File: src/inc/sfd_defs.svh
`ifndef SFD_DEFS_SVH
`define SFD_DEFS_SVH
`define SFD_OFF_CTRL     12'h000
`define SFD_OFF_CMD      12'h004
`define SFD_OFF_STAT     12'h008
`define SFD_OFF_ERR      12'h00c
`define SFD_OFF_ISTAT    12'h010
`define SFD_OFF_IMASK    12'h014
`define SFD_BUF_SEL      2'b01
`define SFD_CTRL_MASTER  0
`define SFD_CTRL_FIXED   1
`define SFD_CTRL_INV     2
`define SFD_CTRL_CPHA    3
`define SFD_CTRL_SEL_LSB 4
`define SFD_CTRL_RST     7'h08
`define SFD_CMD_START    0
`define SFD_CMD_ABORT    1
`define SFD_CMD_LEN_LSB  8
`define SFD_ERR_MODE     8'h10
`define SFD_ERR_OVR      8'h20
`define SFD_IRQ_IN       0
`define SFD_IRQ_OUT      1
`define SFD_IRQ_ERR      2
`define SFD_DIV_BASE     8
`endif

File: src/inc/sfd_pkg.sv
package sfd_pkg;
  typedef enum logic [1:0] {
    SFD_IDLE  = 2'b00,
    SFD_FEED  = 2'b01,
    SFD_DRAIN = 2'b11
  } sfd_state_t;
  typedef logic [7:0] sfd_byte_t;
endpackage : sfd_pkg

File: src/inc/sfd_if.sv
`timescale 1ns/1ns
`default_nettype none
interface sfd_if;
  logic       master;
  logic       cpha;
  logic       cpol;
  logic       tick;
  logic       lead;
  logic       trail;
  logic       active;
  logic       din;
  logic       flush;
  logic       tx_valid;
  logic [7:0] tx_data;
  logic       tx_ready;
  logic       rx_strobe;
  logic [7:0] rx_data;
  logic       idle;
  logic       dout;
  logic       sck;
  modport ctl (output master, cpha, cpol, tick, lead, trail, active, din,
               output flush, tx_valid, tx_data,
               input  tx_ready, rx_strobe, rx_data, idle, dout, sck);
  modport eng (input  master, cpha, cpol, tick, lead, trail, active, din,
               input  flush, tx_valid, tx_data,
               output tx_ready, rx_strobe, rx_data, idle, dout, sck);
endinterface : sfd_if
`default_nettype wire

File: src/rtl/sfd_clkdiv.sv
`timescale 1ns/1ns
`default_nettype none
`include "sfd_defs.svh"
module sfd_clkdiv #(
  parameter int unsigned BASE = `SFD_DIV_BASE
) (
  // Clock and reset
  input  wire logic       clk_i,
  input  wire logic       rst_n_i,
  // Control
  input  wire logic       en_i,
  input  wire logic [2:0] sel_i,
  // Half bit period enable
  output logic            tick_o
);
  logic [15:0] cnt_r;
  logic [15:0] lim_w;
  logic        tick_r;

  // Half period is BASE shifted by the selection
  assign lim_w  = 16'(BASE << sel_i) - 16'h1;
  assign tick_o = tick_r;

  always_ff @(posedge clk_i or negedge rst_n_i) begin
    if (!rst_n_i) begin
      cnt_r  <= 16'h0;
      tick_r <= 1'b0;
    end else if (!en_i) begin
      cnt_r  <= 16'h0;
      tick_r <= 1'b0;
    end else if (cnt_r >= lim_w) begin
      cnt_r  <= 16'h0;
      tick_r <= 1'b1;
    end else begin
      cnt_r  <= cnt_r + 16'h1;
      tick_r <= 1'b0;
    end
  end
endmodule : sfd_clkdiv
`default_nettype wire

File: src/rtl/sfd_shifter.sv
`timescale 1ns/1ns
`default_nettype none
module sfd_shifter (
  // Clock and reset
  input wire logic clk_i,
  input wire logic rst_n_i,
  // Engine side
  sfd_if.eng       bus
);
  logic [7:0] sh_r;
  logic [7:0] rx_r;
  logic [7:0] tdr_r;
  logic [7:0] rxd_r;
  logic [3:0] edge_r;
  logic       tdr_v_r;
  logic       sh_v_r;
  logic       dout_r;
  logic       sck_r;
  logic       stb_r;
  logic       go_w;
  logic       lead_w;
  logic       trail_w;
  logic       last_w;
  logic       load_w;

  assign go_w = sh_v_r & (bus.master ? bus.tick
                                     : bus.active & (bus.lead | bus.trail));
  assign lead_w  = go_w & (bus.master ? ~edge_r[0] : bus.lead);
  assign trail_w = go_w & (bus.master ? edge_r[0] : bus.trail);
  assign last_w  = trail_w & (edge_r == 4'hf);
  // Holding register plus shift register: two bytes ahead
  assign load_w  = tdr_v_r & (~sh_v_r | last_w);
  assign bus.tx_ready  = ~tdr_v_r;
  assign bus.idle      = ~sh_v_r & ~tdr_v_r;
  assign bus.dout      = dout_r;
  assign bus.sck       = sck_r;
  assign bus.rx_strobe = stb_r;
  assign bus.rx_data   = rxd_r;

  always_ff @(posedge clk_i or negedge rst_n_i) begin
    if (!rst_n_i) begin
      tdr_v_r <= 1'b0;
      tdr_r   <= 8'h0;
    end else if (bus.flush) begin
      tdr_v_r <= 1'b0;
    end else if (bus.tx_valid && !tdr_v_r) begin
      tdr_v_r <= 1'b1;
      tdr_r   <= bus.tx_data;
    end else if (load_w) begin
      tdr_v_r <= 1'b0;
    end
  end

  always_ff @(posedge clk_i or negedge rst_n_i) begin
    if (!rst_n_i) begin
      sh_r   <= 8'h0;
      rx_r   <= 8'h0;
      edge_r <= 4'h0;
      sh_v_r <= 1'b0;
      dout_r <= 1'b0;
    end else if (bus.flush) begin
      sh_v_r <= 1'b0;
      edge_r <= 4'h0;
    end else begin
      // Deselect drops a half shifted byte position
      if (!bus.master && !bus.active) begin
        edge_r <= 4'h0;
      end
      if (lead_w) begin
        edge_r <= edge_r + 4'h1;
        if (bus.cpha) begin
          dout_r <= sh_r[7];
          sh_r   <= {sh_r[6:0], 1'b0};
        end else begin
          rx_r <= {rx_r[6:0], bus.din};
        end
      end
      if (trail_w) begin
        edge_r <= edge_r + 4'h1;
        if (bus.cpha) begin
          rx_r <= {rx_r[6:0], bus.din};
        end else begin
          dout_r <= sh_r[6];
          sh_r   <= {sh_r[6:0], 1'b0};
        end
      end
      if (load_w) begin
        sh_r   <= tdr_r;
        sh_v_r <= 1'b1;
        edge_r <= 4'h0;
        if (!bus.cpha) begin
          dout_r <= tdr_r[7];
        end
      end else if (last_w) begin
        sh_v_r <= 1'b0;
      end
    end
  end

  always_ff @(posedge clk_i or negedge rst_n_i) begin
    if (!rst_n_i) begin
      stb_r <= 1'b0;
      rxd_r <= 8'h0;
      sck_r <= 1'b1;
    end else begin
      stb_r <= last_w & ~bus.flush;
      if (last_w) begin
        rxd_r <= bus.cpha ? {rx_r[6:0], bus.din} : rx_r;
      end
      if (!bus.master || !sh_v_r || bus.flush) begin
        sck_r <= bus.cpol;
      end else if (lead_w || trail_w) begin
        sck_r <= ~sck_r;
      end
    end
  end
endmodule : sfd_shifter
`default_nettype wire

File: src/rtl/sfd_top.sv
`timescale 1ns/1ns
`default_nettype none
`include "sfd_defs.svh"
// Operation
// - Pin directions follow master, slave, fixed mode
// - One buffer, received byte overwrites sent byte
// - Counts start equal; two bytes preloaded
// - Early slave stop leaves bytes committed
// - Start returns at once; poll status
// - Output done once all bytes left
// - Received count qualifies completion
// - Cumulative error code: 0x10 mode, 0x20 overrun
// - Error cleared on start and on read
// - Abort stops; received count stays exact
// - Up to 255 bytes per transfer
// - Master bit rate divisor selection 0..7
// - Clock idles high unless inverted
// - Phase picks present and latch edges
module sfd_top
  import sfd_pkg::*;
#(
  parameter int unsigned DEPTH    = 255,
  parameter int unsigned DIV_BASE = `SFD_DIV_BASE
) (
  // Clock and reset
  input  wire logic        MCLK_I,
  input  wire logic        RST_N_I,
  // APB slave
  input  wire logic        PSEL_I,
  input  wire logic        PENABLE_I,
  input  wire logic        PWRITE_I,
  input  wire logic [11:0] PADDR_I,
  input  wire logic [31:0] PWDATA_I,
  output logic      [31:0] PRDATA_O,
  output logic             PREADY_O,
  output logic             PSLVERR_O,
  // Serial pins
  input  wire logic        SCK_I,
  output logic             SCK_O,
  output logic             SCK_OE_O,
  input  wire logic        PIN_B_I,
  output logic             PIN_B_O,
  output logic             PIN_B_OE_O,
  input  wire logic        PIN_C_I,
  output logic             PIN_C_O,
  output logic             PIN_C_OE_O,
  input  wire logic        SEL_N_I,
  // Interrupt
  output logic             IRQ_O
);
  sfd_if bif ();

  sfd_state_t st_r;
  sfd_byte_t  mem [0:DEPTH-1];
  sfd_byte_t  len_r;
  sfd_byte_t  tx_cnt_r;
  sfd_byte_t  rx_cnt_r;
  sfd_byte_t  err_r;
  sfd_byte_t  rhr_r;
  logic [6:0]  ctrl_r;
  logic [2:0]  ist_r;
  logic [2:0]  imask_r;
  logic [31:0] prdata_r;
  logic [31:0] rdata_w;
  logic [3:0]  pin_w;
  logic [3:0]  filt_w;
  logic [2:0]  ev_w;
  logic [7:0]  buf_idx_w;
  sfd_byte_t   start_len_w;
  logic        rhr_v_r, out_done_r, flush_r, irq_r, sck_p_r;
  logic        pready_r, pslverr_r, hit_w, buf_hit_w;
  logic        setup_w, acc_w, wr_w, cmd_wr_w, rd_err_w, rd_ist_w;
  logic        start_w, abort_w, mfault_w, stop_w, ovr_w;
  logic        push_w, move_w, in_done_w, out_set_w;
  logic        sck_o_r, sck_oe_r, pb_o_r, pb_oe_r, pc_o_r, pc_oe_r;

  assign pin_w = {SEL_N_I, PIN_C_I, PIN_B_I, SCK_I};
  for (genvar gi = 0; gi < 4; gi++) begin : g_sync
    logic s1_r;
    logic s2_r;
    logic s3_r;
    logic f_r;
    always_ff @(posedge MCLK_I or negedge RST_N_I) begin
      if (!RST_N_I) begin
        s1_r <= 1'b1;
        s2_r <= 1'b1;
        s3_r <= 1'b1;
        f_r  <= 1'b1;
      end else begin
        s1_r <= pin_w[gi];
        s2_r <= s1_r;
        s3_r <= s2_r;
        if (s2_r == s3_r) begin
          f_r <= s3_r;
        end
      end
    end
    assign filt_w[gi] = f_r;
  end

  // APB decode; one wait state, side effects at the completing edge
  assign setup_w   = PSEL_I & PENABLE_I & ~pready_r;
  assign acc_w     = PSEL_I & PENABLE_I & pready_r;
  assign wr_w      = acc_w & PWRITE_I & hit_w;
  assign cmd_wr_w  = wr_w & (PADDR_I == `SFD_OFF_CMD);
  assign rd_err_w  = acc_w & ~PWRITE_I & (PADDR_I == `SFD_OFF_ERR);
  assign rd_ist_w  = acc_w & ~PWRITE_I & (PADDR_I == `SFD_OFF_ISTAT);
  assign buf_idx_w = PADDR_I[9:2];
  assign buf_hit_w = (PADDR_I[11:10] == `SFD_BUF_SEL) &
                     (32'(buf_idx_w) < DEPTH) & (PADDR_I[1:0] == 2'b00);
  assign start_len_w = PWDATA_I[`SFD_CMD_LEN_LSB +: 8];

  always_comb begin
    rdata_w = 32'h0;
    hit_w   = 1'b1;
    if (buf_hit_w) begin
      rdata_w = {24'h0, mem[buf_idx_w]};
    end else begin
      case (PADDR_I)
        `SFD_OFF_CTRL:  rdata_w = {25'h0, ctrl_r};
        `SFD_OFF_CMD:   rdata_w = {16'h0, len_r, 8'h0};
        `SFD_OFF_STAT:  rdata_w = {8'h0, tx_cnt_r, rx_cnt_r,
                                   6'h0, out_done_r, st_r != SFD_IDLE};
        `SFD_OFF_ERR:   rdata_w = {24'h0, err_r};
        `SFD_OFF_ISTAT: rdata_w = {29'h0, ist_r};
        `SFD_OFF_IMASK: rdata_w = {29'h0, imask_r};
        default:        hit_w   = 1'b0;
      endcase
    end
  end

  always_ff @(posedge MCLK_I or negedge RST_N_I) begin
    if (!RST_N_I) begin
      pready_r  <= 1'b0;
      pslverr_r <= 1'b0;
      prdata_r  <= 32'h0;
    end else begin
      pready_r  <= setup_w;
      pslverr_r <= setup_w & ~hit_w;
      if (setup_w) begin
        prdata_r <= PWRITE_I ? 32'h0 : rdata_w;
      end
    end
  end

  always_ff @(posedge MCLK_I or negedge RST_N_I) begin
    if (!RST_N_I) begin
      ctrl_r  <= `SFD_CTRL_RST;
      imask_r <= 3'h0;
    end else if (wr_w && PADDR_I == `SFD_OFF_CTRL) begin
      ctrl_r <= PWDATA_I[6:0];
    end else if (wr_w && PADDR_I == `SFD_OFF_IMASK) begin
      imask_r <= PWDATA_I[2:0];
    end
  end

  // Link side configuration and sampled pins
  assign bif.master = ctrl_r[`SFD_CTRL_MASTER];
  assign bif.cpha   = ctrl_r[`SFD_CTRL_CPHA];
  assign bif.cpol   = ~ctrl_r[`SFD_CTRL_INV];
  assign bif.active = ctrl_r[`SFD_CTRL_FIXED] | ~filt_w[3];
  assign bif.din    = bif.master ? filt_w[1] : filt_w[2];
  assign bif.lead   = bif.cpol ? (~filt_w[0] & sck_p_r)
                               : (filt_w[0] & ~sck_p_r);
  assign bif.trail  = bif.cpol ? (filt_w[0] & ~sck_p_r)
                               : (~filt_w[0] & sck_p_r);
  assign bif.flush    = flush_r;
  assign bif.tx_valid = push_w;
  assign bif.tx_data  = mem[tx_cnt_r];

  sfd_clkdiv #(
    .BASE (DIV_BASE)
  ) u_div (
    .clk_i   (MCLK_I),
    .rst_n_i (RST_N_I),
    .en_i    (bif.master & (st_r != SFD_IDLE)),
    .sel_i   (ctrl_r[`SFD_CTRL_SEL_LSB +: 3]),
    .tick_o  (bif.tick)
  );

  sfd_shifter u_shift (
    .clk_i   (MCLK_I),
    .rst_n_i (RST_N_I),
    .bus     (bif)
  );

  // Transfer engine
  assign start_w   = cmd_wr_w & PWDATA_I[`SFD_CMD_START] &
                     (st_r == SFD_IDLE);
  assign abort_w   = cmd_wr_w & PWDATA_I[`SFD_CMD_ABORT] &
                     (st_r != SFD_IDLE);
  assign mfault_w  = bif.master & ~filt_w[3] & (st_r != SFD_IDLE);
  assign stop_w    = abort_w | mfault_w;
  assign ovr_w     = bif.rx_strobe & rhr_v_r & (st_r != SFD_IDLE);
  // Keeps feeding regardless of received content
  assign push_w    = (st_r == SFD_FEED) & bif.tx_ready & ~stop_w;
  assign move_w    = rhr_v_r & ~stop_w & (rx_cnt_r < len_r);
  assign in_done_w = (st_r == SFD_DRAIN) & (rx_cnt_r == len_r) &
                     ~rhr_v_r & ~stop_w;
  assign out_set_w = (st_r == SFD_DRAIN) & bif.idle & ~out_done_r &
                     ~stop_w;
  assign ev_w      = {mfault_w | ovr_w, out_set_w, in_done_w};

  always_ff @(posedge MCLK_I or negedge RST_N_I) begin
    if (!RST_N_I) begin
      st_r <= SFD_IDLE;
    end else if (stop_w) begin
      st_r <= SFD_IDLE;
    end else begin
      case (st_r)
        SFD_IDLE: begin
          if (start_w) begin
            st_r <= (start_len_w == 8'h0) ? SFD_DRAIN : SFD_FEED;
          end
        end
        SFD_FEED: begin
          if (push_w && (tx_cnt_r + 8'h1) == len_r) begin
            st_r <= SFD_DRAIN;
          end
        end
        SFD_DRAIN: begin
          if (in_done_w) begin
            st_r <= SFD_IDLE;
          end
        end
        default: st_r <= SFD_IDLE;
      endcase
    end
  end

  always_ff @(posedge MCLK_I or negedge RST_N_I) begin
    if (!RST_N_I) begin
      len_r    <= 8'h0;
      tx_cnt_r <= 8'h0;
      rx_cnt_r <= 8'h0;
    end else if (start_w) begin
      len_r    <= start_len_w;
      tx_cnt_r <= 8'h0;
      rx_cnt_r <= 8'h0;
    end else begin
      if (push_w) begin
        tx_cnt_r <= tx_cnt_r + 8'h1;
      end
      if (move_w) begin
        rx_cnt_r <= rx_cnt_r + 8'h1;
      end
    end
  end

  // Buffer has no reset; data only
  always_ff @(posedge MCLK_I) begin
    if (move_w) begin
      mem[rx_cnt_r] <= rhr_r;
    end else if (wr_w && buf_hit_w) begin
      mem[buf_idx_w] <= PWDATA_I[7:0];
    end
  end

  always_ff @(posedge MCLK_I or negedge RST_N_I) begin
    if (!RST_N_I) begin
      rhr_r   <= 8'h0;
      rhr_v_r <= 1'b0;
    end else if (stop_w) begin
      rhr_v_r <= 1'b0;
    end else if (bif.rx_strobe && st_r != SFD_IDLE) begin
      rhr_r   <= bif.rx_data;
      rhr_v_r <= 1'b1;
    end else if (move_w) begin
      rhr_v_r <= 1'b0;
    end
  end

  // Read clear drops only bits already returned, so late sets survive
  always_ff @(posedge MCLK_I or negedge RST_N_I) begin
    if (!RST_N_I) begin
      err_r      <= 8'h0;
      ist_r      <= 3'h0;
      out_done_r <= 1'b0;
    end else begin
      if (start_w) begin
        err_r <= 8'h0;
      end else begin
        err_r <= (rd_err_w ? (err_r & ~prdata_r[7:0]) : err_r) |
                 (mfault_w ? `SFD_ERR_MODE : 8'h0) |
                 (ovr_w ? `SFD_ERR_OVR : 8'h0);
      end
      ist_r <= (rd_ist_w ? (ist_r & ~prdata_r[2:0]) : ist_r) | ev_w;
      if (start_w) begin
        out_done_r <= 1'b0;
      end else if (out_set_w) begin
        out_done_r <= 1'b1;
      end
    end
  end

  always_ff @(posedge MCLK_I or negedge RST_N_I) begin
    if (!RST_N_I) begin
      flush_r  <= 1'b0;
      irq_r    <= 1'b0;
      sck_p_r  <= 1'b1;
      sck_o_r  <= 1'b1;
      sck_oe_r <= 1'b0;
      pb_o_r   <= 1'b0;
      pb_oe_r  <= 1'b0;
      pc_o_r   <= 1'b0;
      pc_oe_r  <= 1'b0;
    end else begin
      flush_r  <= stop_w;
      irq_r    <= |(ist_r & imask_r);
      sck_p_r  <= filt_w[0];
      sck_o_r  <= bif.sck;
      sck_oe_r <= bif.master;
      pb_o_r   <= bif.dout;
      pb_oe_r  <= ~bif.master & bif.active;
      pc_o_r   <= bif.dout;
      pc_oe_r  <= bif.master;
    end
  end

  assign PRDATA_O   = prdata_r;
  assign PREADY_O   = pready_r;
  assign PSLVERR_O  = pslverr_r;
  assign SCK_O      = sck_o_r;
  assign SCK_OE_O   = sck_oe_r;
  assign PIN_B_O    = pb_o_r;
  assign PIN_B_OE_O = pb_oe_r;
  assign PIN_C_O    = pc_o_r;
  assign PIN_C_OE_O = pc_oe_r;
  assign IRQ_O      = irq_r;
endmodule : sfd_top
`default_nettype wire

File: config.mk
export PLATFORM = sky130hd
export DESIGN_NAME = sfd_top
export DESIGN_NICKNAME = d
export VERILOG_FILES = /design/src/inc/sfd_pkg.sv /design/src/inc/sfd_if.sv /design/src/rtl/sfd_clkdiv.sv /design/src/rtl/sfd_shifter.sv /design/src/rtl/sfd_top.sv
export VERILOG_INCLUDE_DIRS = /design/src /design/src/inc
export SDC_FILE = /design/constraint.sdc
export NUM_CORES = 2
export LEC_CHECK = 0
export BUFFER_PORTS_ARGS = -buffer_cell sky130_fd_sc_hd__buf_4
export CAP_MARGIN = 5
export CORE_UTILIZATION = 35
export CTS_CLUSTER_DIAMETER = 120
export CTS_CLUSTER_SIZE = 16
export DETAILED_ROUTE_END_ITERATION = 10
export GPL_TIMING_DRIVEN = 1
export MAX_ROUTING_LAYER = met4
export SLEW_MARGIN = 20
export SYNTH_ARGS = -nofsm -noshare
export SYNTH_HDL_FRONTEND = slang
export SYNTH_SLANG_ARGS = --single-unit
File: constraint.sdc
create_clock -name MCLK_I -period 13.1 [get_ports MCLK_I]
set_input_delay 0.655 -clock MCLK_I [delete_from_list [all_inputs] [get_ports MCLK_I]]
set_output_delay 0.655 -clock MCLK_I [all_outputs]
set_load 0.03 [all_outputs]
# ---- Word level (Yosys, flattened, before mapping)
# Memories as Yosys holds them, arrays and structs flattened. A register that Yosys moved wholly into a read port is not among the register bits.
# Index checks and enable logic that the tools add are counted.
dict set report totals {
  ff_bits 164
  mem_bits_rw 2040
  output_inout_bits 41
  elab_cells 255
  mem_count 1
}
# memory words word_bits rd rd_clocked_by_memory_dff write_ports line
set memory_table {}
lappend memory_table {mem 255 8 2 1 1 sfd_top.sv:54} ;# sfd_byte_t mem [0:DEPTH-1];
dict set report op_classes {
  n_addsub 5
  n_lt_le_gt_ge 3
  eq_ne 18
  n_shift 1
  muxes 72
  n_bitwise 72
  n_reduce_logical 35
}
# op count
set op_table {}
lappend op_table {{8-bit two-way mux} 18}
lappend op_table {{24-bit case mux with 6 select lines} 1}
lappend op_table {{32-bit two-way mux} 2}
lappend op_table {{1-bit bitwise AND} 42}
lappend op_table {{1-bit two-way mux} 35}
lappend op_table {{16-bit two-way mux} 2}
lappend op_table {{12-bit by 4-bit == test with 1-bit output, second input constant} 2}
lappend op_table {{12-bit by 5-bit == test with 1-bit output, second input constant} 2}
lappend op_table {{4-bit two-way mux} 5}
lappend op_table {{1-bit inverter} 17}
lappend op_table {{16-bit by 1-bit adder with 16-bit output, second input constant} 1}
lappend op_table {{8-bit by 1-bit adder with 8-bit output, second input constant} 2}
lappend op_table {{8-bit == test} 2}
lappend op_table {{16-bit >= comparator} 1}
lappend op_table {{4-bit by 3-bit left shift with 16-bit output, first input constant} 1}
lappend op_table {{16-bit by 1-bit subtractor with 16-bit output, second input constant} 1}
lappend op_table {{12-bit by 3-bit == test with 1-bit output, second input constant} 1}
lappend op_table {{12-bit zero test} 1}
lappend op_table {{2-bit two-way mux} 5}
lappend op_table {{2-bit nonzero test} 5}
lappend op_table {{3-bit nonzero test} 3}
lappend op_table {{8-bit bitwise AND} 1}
lappend op_table {{8-bit zero test} 1}
lappend op_table {{8-bit less-than comparator} 1}
lappend op_table {{other kinds (29)} 54}

# ---- Depth between registers and ports, before layout
dict set report depth {
  depth_word 16
  depth_mapped 15
  depth_no_buf 9
}

# ---- Hierarchy
# From an unflattened synthesis, not the netlist that was laid out.
dict set report unflattened {
  hier_cells 5404
  area_unflattened_um2 103785.8
}
# module instances cells_each area_each_um2 seq_area_each_um2
set modules_own_cells {}
lappend modules_own_cells {sfd_top 1 5128 100742.9 63935.1}
lappend modules_own_cells {sfd_shifter 1 176 2039.5 1027.2}
lappend modules_own_cells {sfd_clkdiv 1 100 1003.5 425.4}

# ---- Least setup slack after synthesis
# Ideal clock, no wire load.
dict set report synth_path {
  kind {input to register}
  from {input port PADDR_I[6]}
  to {memory mem[0][0] (netlist name), data pin}
  setup_time_ps 554
  t_arrival_ps 3919
  required_ps 12546
  setup_slack_ps 8626
  stages 10
  n_path_buf 4
  path_cell_list {buf_2 > and2_1 > buf_2 > nand3_1 > o311ai_1 > nor2_1 > o31ai_1 > buf_2 > buf_2 > mux2_2}
}
dict set report synth_between {
  elab_chain_cells 16
}
# element line
set synth_lines {}
lappend synth_lines {{from (decl)} sfd_top.sv:32} ;# input wire logic [11:0] PADDR_I,
lappend synth_lines {{8-bit less-than comparator, or another cell as far along} sfd_top.sv:110} ;# (32'(buf_idx_w) < DEPTH) & (PADDR_I[1:0] == 2'b00);
lappend synth_lines {{1-bit bitwise AND or 6-bit OR reduction (tied branches)} n/a}
lappend synth_lines {{1-bit bitwise AND or 1-bit two-way mux (tied branches)} {sfd_top.sv:109, sfd_top.sv:119}}
lappend synth_lines {{1-bit two-way mux} sfd_top.sv:116} ;# if (buf_hit_w) begin
lappend synth_lines {{1-bit bitwise AND} sfd_top.sv:104} ;# assign wr_w = acc_w & PWRITE_I & hit_w;
lappend synth_lines {{1-bit bitwise AND} sfd_top.sv:105} ;# assign cmd_wr_w = wr_w & (PADDR_I == `SFD_OFF_CMD);
lappend synth_lines {{1-bit bitwise AND (2 in series)} sfd_top.sv:190} ;# assign abort_w = cmd_wr_w & PWDATA_I[`SFD_CMD_ABORT] &
lappend synth_lines {{1-bit bitwise OR} sfd_top.sv:193} ;# assign stop_w = abort_w | mfault_w;
lappend synth_lines {{1-bit inverter} sfd_top.sv:197} ;# assign move_w = rhr_v_r & ~stop_w & (rx_cnt_r < len_r);
lappend synth_lines {{1-bit bitwise AND (2 in series)} sfd_top.sv:197}
lappend synth_lines {{1-bit two-way mux (*)} sfd_top.sv:252} ;# if (move_w) begin
lappend synth_lines {{1-bit two-way mux (not written as such) (*)} sfd_top.sv:255} ;# mem[buf_idx_w] <= PWDATA_I[7:0];
lappend synth_lines {{8-bit OR reduction (no source line) (*)} n/a}
lappend synth_lines {{8-bit two-way mux (no source line) (*)} n/a}
lappend synth_lines {{to (decl)} sfd_top.sv:54}
# Mark *: on every way between the ends. The rest lies on a longest branch, timed or not.

==> impl_results.md <==
- Outcome: finished, final reports clean
- Biggest register: mem
- Die Wd: between 500 and 600 µm
- Critical Path AT: around 6700 ps
- Critical Path Source: tx_cnt_r[0]
- Setup TNS: 0 ps
- DRT iter0 DRCs: between 8,000 and 9,000
- Async SR Flop Fraction: 7.44%
- H-tree levels: 4
- Fin crit share: approximately 46%
- Final HPWL DP: 220 mm
- Period minus WS final: approximately 6000 ps
- Antenna violations before repair: 17
- Seq cells post-synth: around 2,200
- Max-Cap Viols: 0
- Post-Route WL: about 340 mm
- Post-route insts no fill: 9,711
- First-pass GRT wire length: around 470 mm
- GPL Wtd Cong: slightly above 0.9
- Min-Delay Path Class: input port to flop
- Leakage: roughly 40 nW
- Mapped Area: around 100,000 µm²
- Filler cells: 26,769
- Fin Clk Skew: around 35 ps
- VDD IR max: about 0.14 mV
- Clock Pin Slew Worst Setup and Hold Paths: ~80 ps
- Final antenna-violating net count: 0
- Gr usage total: 22.8%
- CP bufs+invs: 3
- Worst r2r src: tx_cnt_r[0]
- Final setup violation count: 0
- Seq/Total Area, Yosys: 62.6%
- Max reg flops: 2,040
- Pwr dens: between 100 and 150 nW/µm²
- CTS Buf Count: between 150 and 200
- Vias/cell: between 6 and 7
- Synthesis warning total: 0
- Full die area: around 300,000 µm²
- EDFF count, synth: roughly 2,000
- DP Area: around 110,000 µm²
- Root Driver: clkbuf_16
- Setup bufs post-CTS: 0
- Die Ht: ~550 µm
- WL/cell: roughly 35 µm
- Worst setup SP type: flop
- Post-placement cell count: ~9,500
- I/O pin total: 94
- Mapped Avg Cell Area: 18.7 µm²
- Syn Inst Count: roughly 5,600
- GRT Residual Overflow: 0
- Fin area: roughly 120,000 µm²
- Max Freq: 167 MHz
- Area Overhead vs Synth: 10.3%
- Core Box Area: 297,000 µm²
- Row count: 200
- Most used cell, CP: buf_4
- Fin. max-slew vios: 0
- Normalized max-slew margin: between 10% and 20%
- Synth Flop Type: edfxtp_1
- Max Root-Sink Buffers: 3
- Slew at the pin closest to its max-slew limit: about 1300 ps
- Largest delay share family, worst path: buffers and inverters
- Starting density of the core: 35.2%
- RSZ-0062 raised after global routing: false
- Crit end category: flop
- TritonCTS clock tree: built
- Layout Utilization: 38.8%
- Clock Sinks: between 2,000 and 2,500
- Hold_sp: PWDATA_I[9]
- Largest net degree at the start of global routing: 120
- Slowest cell on the critical path: dfrtp_4
- NumNets Final: just under 6,000
- Worst path cell trace: buf_4, buf_4, buf_4, mux4_2, mux2i_1, a22oi_1, nand2_1, nor3_1, a211oi_1, a21oi_1
- Final hold vios: 0
- Slowest cell delay on critical path: approximately 860 ps
- Worst Setup Path Type: flop to flop
- Worst Path Required: ~14,000 ps
- Vias in the first global route: roughly 60,000
- Port Buffer Count: between 60 and 70
- Layout cells sized above 1: a little under a third
- Clk_lat worst skew: 850 ps
- DRC Markers: 0
- CP Max Fanout: 40
- Vias post-DR: around 61,000
- Unique masters post-synth: 88
- DRT Pass-1 Iters: 6
## worst min-delay path, delay by kind of cell
| kind | cells | cell delay [ps] |
|---|---|---|
| compound gates | 1 | 80 |
| simple gates | 1 | 50 |
| buf+inv | 1 | 90 |
## final timing paths
kind                                    end  cells past startpoint  slack (ps)
max                        u_shift.tdr_r[7]                     10        7100
min                                len_r[1]                      3          70
max reg2reg                u_shift.tdr_r[7]                     10        7100
min reg2reg                  g_sync[1].s2_r                      0         360
max in group asynchronous   u_div.cnt_r[12]                      3       11170
min in group asynchronous      PRDATA_O[15]                      2         480
## per-stage QoR
stage / total power [mW] / hold slack [ps] / setup slack (ps)
floorplan: 7.99 / 345 / 8630
global placement: 8.11 / 350 / 6600
detailed placement: 8.12 / 349 / 6670
CTS: 12.7 / 19.0 / 7300
global route: 12.9 / 60.3 / 6880
finish: 12.6 / 73.6 / 7100
## final cells by class
| class | count | area, µm² | area share (%) |
|---|---|---|---|
| Clock inverter | 15 | 221 | 0.192 |
| Multi-Input combinational cell | 2875 | 36900 | 32.0 |
| Antenna cell | 5 | 12.5 | 0.0109 |
| Timing Repair Buffer | 443 | 3510 | 3.05 |
| Inverter | 41 | 154 | 0.134 |
| Tap cell | 3939 | 4930 | 4.28 |
| Sequential cell | 2204 | 65400 | 56.8 |
| Clock buffer | 189 | 4110 | 3.57 |
## power by group
group          switching (mW)  internal (mW)
logic                   0.246          0.126
clock network            2.44           2.24
registers              0.0104           7.58
total                    2.69           9.94
## cells in the mapped netlist, drive strengths merged, types with 25 or more instances
library cell,n,area (µm²)
a21oi,87,435
a221oi,35,307
dfrtp,144,3600
a22oi,86,646
mux2i,229,2300
inv,41,154
clkbuf,181,683
nand2,156,588
buf,291,2000
ha,25,313
nor2b,33,206
nor2,139,522
mux4,1081,24400
a211oi,30,225
nand3,51,260
o22ai,40,250
nand2b,32,200
o21ai,117,597
a22o,28,245
nor3,326,1630
mux2,66,743
edfxtp,2040,61300
## cell usage in the layout, fill, tap and decap left out, types with 20 or more instances in the layout
master / synthesis / routed
inv_1: 41 / 40
nor2b_1: 33 / 28
a22oi_1: 86 / 86
ha_1: 25 / 25
mux4_2: 1064 / 1064
edfxtp_1: 2040 / 2040
nand2b_1: 32 / 32
buf_4: 84 / 416
nand3_1: 50 / 50
o22ai_1: 40 / 40
nor3_1: 326 / 302
nand2_1: 155 / 155
a22o_1: 28 / 28
a221oi_1: 35 / 35
dfstp_2: 20 / 20
mux2i_1: 228 / 210
a21oi_1: 87 / 85
o21ai_0: 113 / 112
clkbuf_1: 180 / 29
clkbuf_16: 0 / 160
mux2_2: 66 / 58
a211oi_1: 30 / 30
nor3_2: 0 / 23
nor2_1: 139 / 136
dfrtp_1: 144 / 139
nand4_1: 23 / 23
## per-layer routing
layer | share of wire (%) | routed length (µm) | GRT usage [%]
met1 | 39 | 130000 | 30.0
met2 | 46 | 156000 | 34.6
met3 | 10 | 34300 | 4.84
met4 | 4.5 | 15000 | 8.54
met5 | 0 | 0 | -
## cells by family (layout without fill, tap and decap cells)
logic type / count (synthesis) / after routing / share of synthesized area (%)
adders and majority gates: 29 / 29 / 0.338
xor gates and xnor gates: 35 / 35 / 0.293
muxes: 1376 / 1376 / 26.3
DFF: 2204 / 2204 / 62.6
other: 2 / 19 / 0.00719
AOI/OAI and AO/OA: 567 / 567 / 3.77
buffers and inverters: 513 / 688 / 2.72
and+or+nand+nor: 854 / 854 / 4.02
## what timing repair did
item,4_1_cts,5_1_grt
hold buffers,12,0
hold endpoints to repair,102,0
resized for setup,0,0
No activity file was read; power rests on OpenSTA's default activity.
